[src/design/smp_pkg.sv]
// Behaviour
// - completed sequence snapshots configuration to nonvolatile
// - software select drives power-on request from bit5
// - voltage readings in bits 15:4
// - current reading in bits 15:4
// - supply-off flag sticky until power-on request
// - rectifier-off flag from user, load, flags
// - status bit 6 shows oring switch off
// - bit 7 selects high-side current sensing
// - topology register selects resonant mode
// - gain trims scale the three voltage readings
// - setpoint spans zero to 155 percent
// - primary overvoltage threshold from 108.5 percent
// - debounce code delays primary overvoltage flag
// - undervoltage threshold steps of 155/128 percent
// - remote overvoltage threshold from 107.7 percent
package smp_pkg;
   localparam logic [7:0] ADDR_STATUS = 8'h00;
   localparam logic [7:0] ADDR_VS1    = 8'h15;
   localparam logic [7:0] ADDR_VS2    = 8'h16;
   localparam logic [7:0] ADDR_VS3    = 8'h17;
   localparam logic [7:0] ADDR_CS     = 8'h18;
   localparam logic [7:0] ADDR_CSCFG  = 8'h24;
   localparam logic [7:0] ADDR_PON    = 8'h2c;
   localparam logic [7:0] ADDR_SETP   = 8'h31;
   localparam logic [7:0] ADDR_OV1    = 8'h32;
   localparam logic [7:0] ADDR_OV3    = 8'h33;
   localparam logic [7:0] ADDR_UV1    = 8'h34;
   localparam logic [7:0] ADDR_TRIM1  = 8'h38;
   localparam logic [7:0] ADDR_TRIM2  = 8'h39;
   localparam logic [7:0] ADDR_TRIM3  = 8'h3a;
   localparam logic [7:0] ADDR_TOPO   = 8'h40;
   localparam logic [7:0] ADDR_KEY    = 8'h5e;
   localparam logic [7:0] ADDR_TRIG   = 8'h7b;
   localparam logic [7:0] KEY_VAL     = 8'h00;
   localparam logic [7:0] GO_VAL      = 8'h01;
   localparam logic [7:0] TOPO_OTHER  = 8'h00;
   localparam logic [7:0] CFG_RST     = 8'h00;
   localparam int STAT_OFF_BIT   = 7;
   localparam int STAT_ORING_BIT = 6;
   localparam int STAT_SR_BIT    = 3;
   localparam int PON_BIT        = 5;
   localparam int HS_BIT         = 7;
   localparam int OV_LSB         = 3;
   localparam int OV_MSB         = 7;
   localparam int UV_MSB         = 6;
   localparam int RD_LSB         = 4;
   // overvoltage percentages are kept in hundredths of a percent; PCT_FULL is in whole percent
   localparam logic [31:0] OV1_BASE  = 32'd10850;
   localparam logic [31:0] OV3_BASE  = 32'd10770;
   localparam logic [31:0] OV_STEP   = 32'd121;
   localparam logic [31:0] PCT_DEN   = 32'd10000;
   localparam logic [31:0] PCT_FULL  = 32'd155;
   localparam logic [31:0] SET_DEN   = 32'd25500;
   localparam logic [31:0] UV_DEN    = 32'd12800;
   localparam logic [9:0]  TRIM_UNITY = 10'h100;
   localparam int          TRIM_SHIFT = 8;
   localparam logic [11:0] DEB_CYC0 = 12'h001;
   localparam logic [11:0] DEB_CYC1 = 12'h008;
   localparam logic [11:0] DEB_CYC2 = 12'h040;
   localparam logic [11:0] DEB_CYC3 = 12'h200;
   localparam logic [11:0] UV_DEB_CYC = 12'h001;

   typedef struct packed {
      logic       wr;
      logic       rd;
      logic [7:0] addr;
      logic [7:0] wdata;
   } smp_req_t;

   typedef struct packed {
      logic [7:0] cs_cfg;
      logic [7:0] pon_ctrl;
      logic [7:0] setpoint;
      logic [7:0] ov1_cfg;
      logic [7:0] ov3_cfg;
      logic [7:0] uv1_cfg;
      logic [7:0] trim1;
      logic [7:0] trim2;
      logic [7:0] trim3;
      logic [7:0] topology;
   } smp_cfg_t;

   typedef enum logic [1:0] {C_IDLE, C_KEY1, C_KEY2, C_ARMED} smp_commit_t;

   function automatic logic [11:0] smp_deb_limit(input logic [1:0] code);
      case (code)
         2'h0:    return DEB_CYC0;
         2'h1:    return DEB_CYC1;
         2'h2:    return DEB_CYC2;
         default: return DEB_CYC3;
      endcase
   endfunction

   // signed trim around unity gain, saturated to 12 bits
   function automatic logic [11:0] smp_trim(input logic [11:0] raw, input logic [7:0] t);
      logic [9:0]  g;
      logic [21:0] p;
      g = TRIM_UNITY + {{2{t[7]}}, t};
      p = {10'h000, raw} * {12'h000, g};
      p = p >> TRIM_SHIFT;
      return (p > 22'h000fff) ? 12'hfff : p[11:0];
   endfunction

   function automatic logic [11:0] smp_scale(input logic [11:0] nom, input logic [31:0] mul,
                                             input logic [31:0] den);
      logic [47:0] p;
      p = {36'h0, nom} * {16'h0000, mul};
      p = p / {16'h0000, den};
      return (p > 48'h000000000fff) ? 12'hfff : p[11:0];
   endfunction
endpackage

[src/design/smp_debounce.sv]
`timescale 1ns/1ns
module smp_debounce
   import smp_pkg::*;
#(
   parameter int W = 12
) (
   input  wire logic         clk_in,
   input  wire logic         srst_in,
   input  wire logic         cond_in,
   input  wire logic [W-1:0] limit_in,
   output logic              flag_out
);
   typedef struct packed {
      logic [W-1:0] cnt;
      logic         flag;
   } smp_deb_t;

   smp_deb_t s_reg;
   smp_deb_t s_next;

   always_comb begin
      s_next = s_reg;
      if (!cond_in) begin
         s_next.cnt  = '0;
         s_next.flag = 1'b0;
      end else begin
         if (s_reg.cnt != '1) begin
            s_next.cnt = s_reg.cnt + 1'b1;
         end
         s_next.flag = (s_next.cnt >= limit_in);
      end
   end

   always_ff @(posedge clk_in) begin
      if (srst_in) begin
         s_reg <= '0;
      end else begin
         s_reg <= s_next;
      end
   end

   assign flag_out = s_reg.flag;
endmodule

[src/design/smp_regs.sv]
`timescale 1ns/1ns
module smp_regs
   import smp_pkg::*;
#(
   parameter logic [11:0] NOM_CODE = 12'h800
) (
   input  wire logic        clk_in,
   input  wire logic        srst_in,
   input  wire smp_req_t    reg_req_in,
   input  wire logic [11:0] primary_voltage_sense_in,
   input  wire logic [11:0] secondary_voltage_sense_in,
   input  wire logic [11:0] remote_voltage_sense_in,
   input  wire logic [11:0] output_current_sense_in,
   input  wire logic        sw_power_on_sel_in,
   input  wire logic        power_on_pin_in,
   input  wire logic        supply_off_in,
   input  wire logic        oring_switch_on_in,
   input  wire logic        sr_user_disabled_in,
   input  wire logic        sr_flag_disable_in,
   input  wire logic [11:0] light_load_limit_in,
   output logic [15:0]      reg_rdata_out,
   output logic             reg_rvalid_out,
   output logic [7:0]       supply_status_out,
   output logic             power_on_request_out,
   output logic             high_side_sense_out,
   output logic             resonant_mode_out,
   output logic [11:0]      setpoint_code_out,
   output logic             primary_ov_flag_out,
   output logic             remote_ov_flag_out,
   output logic             primary_uv_flag_out,
   output logic             nv_write_out,
   output smp_cfg_t         nv_image_out
);
   typedef struct packed {
      smp_cfg_t         cfg;
      logic [3:0][15:0] rdg;
      logic [7:0]       status;
      logic [15:0]      rdata;
      logic             rvalid;
      smp_commit_t      cst;
      logic             nv_wr;
      smp_cfg_t         nv_img;
      logic             pon;
      logic             hs;
      logic             reso;
      logic [11:0]      setp;
      logic [11:0]      ov1_thr;
      logic [11:0]      ov3_thr;
      logic [11:0]      uv1_thr;
      logic             ov1;
      logic             ov3;
      logic             uv1;
   } smp_state_t;

   smp_state_t  s_reg;
   smp_state_t  s_next;
   logic        ov1_deb;
   logic        ov3_deb;
   logic        uv1_deb;
   smp_req_t    rq;

   assign rq = reg_req_in;

   smp_debounce #(.W(12)) u_ov1 (
      .clk_in   (clk_in),
      .srst_in  (srst_in),
      .cond_in  (s_reg.rdg[0][15:RD_LSB] > s_reg.ov1_thr),
      .limit_in (smp_deb_limit(s_reg.cfg.ov1_cfg[1:0])),
      .flag_out (ov1_deb)
   );

   smp_debounce #(.W(12)) u_ov3 (
      .clk_in   (clk_in),
      .srst_in  (srst_in),
      .cond_in  (s_reg.rdg[2][15:RD_LSB] > s_reg.ov3_thr),
      .limit_in (smp_deb_limit(s_reg.cfg.ov3_cfg[1:0])),
      .flag_out (ov3_deb)
   );

   smp_debounce #(.W(12)) u_uv1 (
      .clk_in   (clk_in),
      .srst_in  (srst_in),
      .cond_in  (s_reg.rdg[0][15:RD_LSB] < s_reg.uv1_thr),
      .limit_in (UV_DEB_CYC),
      .flag_out (uv1_deb)
   );

   always_comb begin
      logic pon_n;
      pon_n = 1'b0;
      s_next = s_reg;
      s_next.nv_wr = 1'b0;
      s_next.rvalid = rq.rd;
      // voltage readings are trimmed copies of the converter codes; the current reading is not trimmed
      s_next.rdg[0] = {smp_trim(primary_voltage_sense_in, s_reg.cfg.trim1), 4'h0};
      s_next.rdg[1] = {smp_trim(secondary_voltage_sense_in, s_reg.cfg.trim2), 4'h0};
      s_next.rdg[2] = {smp_trim(remote_voltage_sense_in, s_reg.cfg.trim3), 4'h0};
      s_next.rdg[3] = {output_current_sense_in, 4'h0};
      if (rq.rd) begin
         case (rq.addr)
            ADDR_STATUS: s_next.rdata = {8'h00, s_reg.status};
            ADDR_VS1:    s_next.rdata = s_reg.rdg[0];
            ADDR_VS2:    s_next.rdata = s_reg.rdg[1];
            ADDR_VS3:    s_next.rdata = s_reg.rdg[2];
            ADDR_CS:     s_next.rdata = s_reg.rdg[3];
            default:     s_next.rdata = 16'h0000;
         endcase
      end
      // reading addresses have no write arm, so writes there fall away
      if (rq.wr) begin
         case (rq.addr)
            ADDR_CSCFG: s_next.cfg.cs_cfg   = rq.wdata;
            ADDR_PON:   s_next.cfg.pon_ctrl = rq.wdata;
            ADDR_SETP:  s_next.cfg.setpoint = rq.wdata;
            ADDR_OV1:   s_next.cfg.ov1_cfg  = rq.wdata;
            ADDR_OV3:   s_next.cfg.ov3_cfg  = rq.wdata;
            ADDR_UV1:   s_next.cfg.uv1_cfg  = rq.wdata;
            ADDR_TRIM1: s_next.cfg.trim1    = rq.wdata;
            ADDR_TRIM2: s_next.cfg.trim2    = rq.wdata;
            ADDR_TRIM3: s_next.cfg.trim3    = rq.wdata;
            ADDR_TOPO:  s_next.cfg.topology = rq.wdata;
            default:    s_next.cfg = s_reg.cfg;
         endcase
         // any write that breaks the sequence starts it over
         s_next.cst = C_IDLE;
         case (s_reg.cst)
            C_IDLE: begin
               if (rq.addr == ADDR_KEY && rq.wdata == KEY_VAL) s_next.cst = C_KEY1;
            end
            C_KEY1: begin
               if (rq.addr == ADDR_KEY && rq.wdata == KEY_VAL) s_next.cst = C_KEY2;
            end
            C_KEY2: begin
               if (rq.addr == ADDR_TRIG && rq.wdata == KEY_VAL) s_next.cst = C_ARMED;
               else if (rq.addr == ADDR_KEY && rq.wdata == KEY_VAL) s_next.cst = C_KEY2;
            end
            C_ARMED: begin
               // the host owns the programming wait; no timer here
               if (rq.addr == ADDR_KEY && rq.wdata == GO_VAL) begin
                  s_next.nv_wr  = 1'b1;
                  s_next.nv_img = s_reg.cfg;
               end
            end
            default: s_next.cst = C_IDLE;
         endcase
      end
      pon_n = sw_power_on_sel_in ? s_reg.cfg.pon_ctrl[PON_BIT] : power_on_pin_in;
      s_next.pon = pon_n;
      // set wins over the release by a power-on edge
      s_next.status = 8'h00;
      s_next.status[STAT_OFF_BIT] = supply_off_in |
                                    (s_reg.status[STAT_OFF_BIT] & ~(pon_n & ~s_reg.pon));
      s_next.status[STAT_ORING_BIT] = ~oring_switch_on_in;
      s_next.status[STAT_SR_BIT] = sr_user_disabled_in | sr_flag_disable_in |
                                   (output_current_sense_in < light_load_limit_in);
      s_next.hs   = s_reg.cfg.cs_cfg[HS_BIT];
      s_next.reso = (s_reg.cfg.topology != TOPO_OTHER);
      s_next.setp = smp_scale(NOM_CODE, PCT_FULL * {24'h0, s_reg.cfg.setpoint}, SET_DEN);
      s_next.ov1_thr = smp_scale(NOM_CODE, OV1_BASE + OV_STEP * 32'(s_reg.cfg.ov1_cfg[OV_MSB:OV_LSB]),
                                 PCT_DEN);
      s_next.ov3_thr = smp_scale(NOM_CODE, OV3_BASE + OV_STEP * 32'(s_reg.cfg.ov3_cfg[OV_MSB:OV_LSB]),
                                 PCT_DEN);
      s_next.uv1_thr = smp_scale(NOM_CODE, PCT_FULL * 32'(s_reg.cfg.uv1_cfg[UV_MSB:0]), UV_DEN);
      s_next.ov1 = ov1_deb;
      s_next.ov3 = ov3_deb;
      s_next.uv1 = uv1_deb;
   end

   always_ff @(posedge clk_in) begin
      if (srst_in) begin
         s_reg <= '0;
         s_reg.cfg <= {10{CFG_RST}};
      end else begin
         s_reg <= s_next;
      end
   end

   assign reg_rdata_out        = s_reg.rdata;
   assign reg_rvalid_out       = s_reg.rvalid;
   assign supply_status_out    = s_reg.status;
   assign power_on_request_out = s_reg.pon;
   assign high_side_sense_out  = s_reg.hs;
   assign resonant_mode_out    = s_reg.reso;
   assign setpoint_code_out    = s_reg.setp;
   assign primary_ov_flag_out  = s_reg.ov1;
   assign remote_ov_flag_out   = s_reg.ov3;
   assign primary_uv_flag_out  = s_reg.uv1;
   assign nv_write_out         = s_reg.nv_wr;
   assign nv_image_out         = s_reg.nv_img;
endmodule

[config.mk]
export PLATFORM = sky130hd
export DESIGN_NAME = smp_regs
export DESIGN_NICKNAME = d
export VERILOG_FILES = /design/src/design/smp_pkg.sv /design/src/design/smp_debounce.sv /design/src/design/smp_regs.sv
export SDC_FILE = /design/constraint.sdc
export NUM_CORES = 2
export LEC_CHECK = 0
export ABC_CLOCK_PERIOD_IN_PS = 24900
export BUFFER_PORTS_ARGS = -buffer_cell sky130_fd_sc_hd__buf_2
export CORE_AREA = 8 8 286 288
export DETAILED_ROUTE_END_ITERATION = 7
export DIE_AREA = 0 0 294 296
export MAX_ROUTING_LAYER = met4
export PLACE_DENSITY = 0.77
export SLEW_MARGIN = 20
export SYNTH_ARGS = -nofsm -noshare
export SYNTH_HDL_FRONTEND = slang
export SYNTH_SLANG_ARGS = --single-unit
[constraint.sdc]
create_clock -name clk_in -period 24.9 [get_ports clk_in]
set_input_delay 1.245 -clock clk_in [delete_from_list [all_inputs] [get_ports clk_in]]
set_output_delay 1.245 -clock clk_in [all_outputs]
set_load 0.02 [all_outputs]
==> flow_results.org <==
** Layout
- P&R area growth vs syn :: 4.147%
- In the final layout, the share of cells above drive strength 1 is 0.1001.
- After the last flow step, the layout net total stands at 6597.
- Filler Cells Inserted :: 6945
- Leaving out fill and tap cells, the most frequent cells in the layout are nand2_1, nor2_1, inv_1.
- Most common library cell in the layout ignoring fill and taps :: nand2_1
- Number of flip-flops under the largest register name :: 165

** Clock tree
- In this run the deepest clock path goes through 3 buffers.
- CTS clk-pin slew, worst paths :: 0.07 ns
- The number of gates resized after CTS was 0.
- CTS placed an instance of clkbuf_16 at the clock tree root.
- Clock latency on the worst-skew pair, taken at its later pin, is between 0.5 and 0.6 ns.
- The H-tree was split into 2 levels.
- The number of setup buffers added after CTS is 0.
- Hold_buf cts :: 0
- TritonCTS clock tree :: built
- Counting every sink on the clock net gives 321.
- The number of clock buffers added by TritonCTS is 35.

** Detailed routing
- Vias post-DR :: approximately 44000
- Initial detailed-routing violation count :: 3692
- In the detailed route, the total length drawn on met2 is a little under 60000 um.
- Average vias per placed instance :: between 6 and 7
- The highest metal layer carrying signal wires in the routed design is met4.
- Routed length on met3 :: 9096 um
- Count of antenna-violating nets left after detailed routing :: 0
- Wire length reported by the detailed router :: approximately 130000 um
- For this block, wires on met1 add up to around 58000 um.
- Routed len/inst :: 18.62 um
- The first detailed-routing pass took 6 iterations.
- For this run, design rule violations remaining after detail routing come to 0.

** STA
- Final Cycle Share :: 0.9059
- Setup repair after global routing left no endpoint under its margin.
- The hold violation count in the final report was 0.
- Relative max-transition margin :: 0.2400
- For the pin with the worst max-slew slack, the measured transition is between 1 and 1.5 ns.
- Final hold slack :: 0.4371 ns
- Setup violations remaining at the end of the flow were counted as 0.
- Maximum clock frequency :: approximately 44 MHz
- Subtracting the final worst setup slack from the clock period gives 22.56 ns.
- Sum Neg Setup Slack :: 0 ns
- On the final layout, the worst clock skew is between 0.03 and 0.04 ns.
- Final number of max-transition violations :: 0

** Logic synthesis
- Fraction of the yosys area taken by sequential cells :: 0.1398
- During synthesis, Yosys emitted a total of 0 warnings.
- Synth Area per Inst :: 7.694 sq um
- The cell area that synthesis handed to floorplanning was around 46000 sq um.
- Measured against the total synthesized area, the mux share comes to 0.05219.
- Gate Count Post-Synth :: approximately 6000
- Area share of xor/xnor cells in the synthesized design :: 0.05388
- Synthesis instantiated approximately 160 different standard cells from the library.
- Adder-Cell Fraction of Synth Area :: 0.2021
- In the synthesized netlist the dominant register cell turns out to be dfxtp_1.
- Count of state elements after synthesis :: about 320
- Basic-gate share of the synthesized area counting and, or, nand and nor cells :: 0.2341
- Number of enable flip-flop cells after synthesis :: 0
- Async set or reset register ratio after synthesis :: 0
- Combinational family with the most area after synthesis :: compound AO/OA/AOI/OAI gates
- Compound-gate portion of the synthesized area :: 0.2408

** Floorplanning
- In this run the core area contains around 100 standard-cell rows.
- The die is 296 um tall.
- IO Pins :: 210
- The initial utilization of the core area, before any placement, comes to 0.5975.
- Core area :: roughly 77000 sq um
- The floorplan step defined a die boundary enclosing 87020 sq um.
- Die Span X :: about 290 um

** Global routing
- Entering global routing, the biggest net connects between 100 and 150 pins.
- In the global route stage, overall resource usage came out at 0.2919.
- Antenna violations before repair :: 2
- The via count of the first global-routing pass was 40796.
- The total overflow left after global routing is 0.
- The first global-routing pass estimated 209700 um of wire.

** Run
- Max-cap violations in this run came to 0.

** Hold path
- Worst hold-check path type :: reg2reg

** Pwr
- Pwr/cell area :: 30.18 nW/um^2
- Summed over all cells, the static leakage comes to approximately 21 nW.
- Highest ir drop seen on vdd :: roughly 36 uV
- The design draws approximately 0.0014 W.

** Critical path
- At the worst endpoint, the required time is roughly 25 ns.
- Max incr delay on CP :: approximately 0.73 ns
- Critical path's slowest cell :: a21boi_1
- Most frequent cell on the critical path :: ha_1
- Crit path kind :: reg2reg
- Data arrival time of the critical path :: about 23 ns
- Of all nets on the critical path, the largest fanout is 18.
- Family with the most delay on the worst path :: compound AO/OA/AOI/OAI gates
- STA classifies the critical path startpoint as a flip-flop.
- Number of buffer and inverter instances along the worst setup path :: 6
- Type of destination of the critical path :: flip-flop

** Placement
- Input and output buffers added on the ports amount to approximately 200.
- Routability-driven placement finished with a final weighted congestion of ~0.95.
- Detailed placement ended at an HPWL of slightly above 100000 um.

** Status
- Run status :: complete, no violations
## worst reg2reg max path: cells and delay by family, from the launching register on
kind                     cells  cell delay (ns)
AO/OA/AOI/OAI               33            10.27
flip-flops                   1             0.66
multiplexers                 4             1.81
buffers and inverters        6             1.03
adder cells (fa/ha/maj)     10             3.74
XOR/XNOR                     2             0.49
AND/OR/NAND/NOR             17             4.39
## synth_stat cells, types with 60 or more instances
cell type,count,area (sq um)
nor2_1,498,1869
o211ai_1,86,645.6
o21a_1,71,533.0
fa_1,208,4164
or3_1,68,425.4
clkbuf_1,173,649.4
dfxtp_1,321,6426
nand2_1,612,2297
nor2b_1,73,456.7
nand3_1,158,790.8
ha_1,401,5017
a21oi_1,397,1987
inv_1,449,1685
nor3_1,173,865.8
buf_4,125,938.4
o21ai_0,205,1026
a31oi_1,85,531.8
and2_1,189,1182
xor2_1,76,665.6
mux2i_1,162,1622
mux2_2,60,675.7
xnor2_1,190,1664
## cells by family (layout without fill, tap and decap cells)
logic type	after synthesis	count (layout)
multiplexers	229	229
other	1	19
AO/OA/AOI/OAI	1558	1558
AND/OR/NAND/NOR	2172	2172
adder cells (fa/ha/maj)	620	620
XOR/XNOR	274	274
buffers and inverters	801	737
flip-flops	321	321
## area by class of cell
| class | instances | area, sq um | area share |
|---|---|---|---|
| Multi-Input combinational cell | 4867 | 36110 | 0.7540 |
| Sequential cell | 321 | 6426 | 0.1342 |
| Timing Repair Buffer | 218 | 1144 | 0.02388 |
| Clock inverter | 18 | 227.7 | 0.004755 |
| Antenna cell | 5 | 12.51 | 0.0002613 |
| Inverter | 459 | 1727 | 0.03606 |
| Clock buffer | 42 | 942.2 | 0.01967 |
| Tap cell | 1040 | 1301 | 0.02717 |
## per-stage QoR
| step | instance area, sq um | utilization | std cells | setup slack [ns] |
|---|---|---|---|---|
| after floorplan | 46030 | - | 5989 | 6.656 |
| after global placement | 46700 | 0.6068 | 6905 | 3.006 |
| after detailed placement | 46700 | 0.6068 | 6905 | 2.695 |
| after CTS | 47870 | 0.6220 | 6965 | 2.617 |
| after global routing | 47880 | 0.6222 | 6967 | 0.3570 |
| final | 47890 | 0.6223 | 6970 | 2.344 |
## report_power, final
part / internal, W / switching (W)
combinational: 0.000138 / 0.000222
sequential: 0.000528 / 0.0000122
clock: 0.000316 / 0.000229
total: 0.000981 / 0.000464
## path summary, 6_finish.rpt
kind                             start                       endpoint  slack, ns  cells past startpoint
max            s_reg[270]$_SDFFE_PP0P_           s_reg[15]$_SDFF_PP0_       2.34                     72
min          u_ov3.flag_out$_SDFF_PP0_  remote_ov_flag_out$_SDFF_PP0_       0.44                      1
max reg2reg    s_reg[270]$_SDFFE_PP0P_           s_reg[15]$_SDFF_PP0_       2.34                     72
min reg2reg  u_ov3.flag_out$_SDFF_PP0_  remote_ov_flag_out$_SDFF_PP0_       0.44                      1
## layer usage
layer | vias to the layer above | GRT usage
met2 | 1667 | 0.4630
met1 | 21041 | 0.3897
li1 | 21156 | -
met4 | 0 | 0.08744
met5 | - | -
met3 | 244 | 0.03502
No activity file was read; power rests on OpenSTA's default activity.
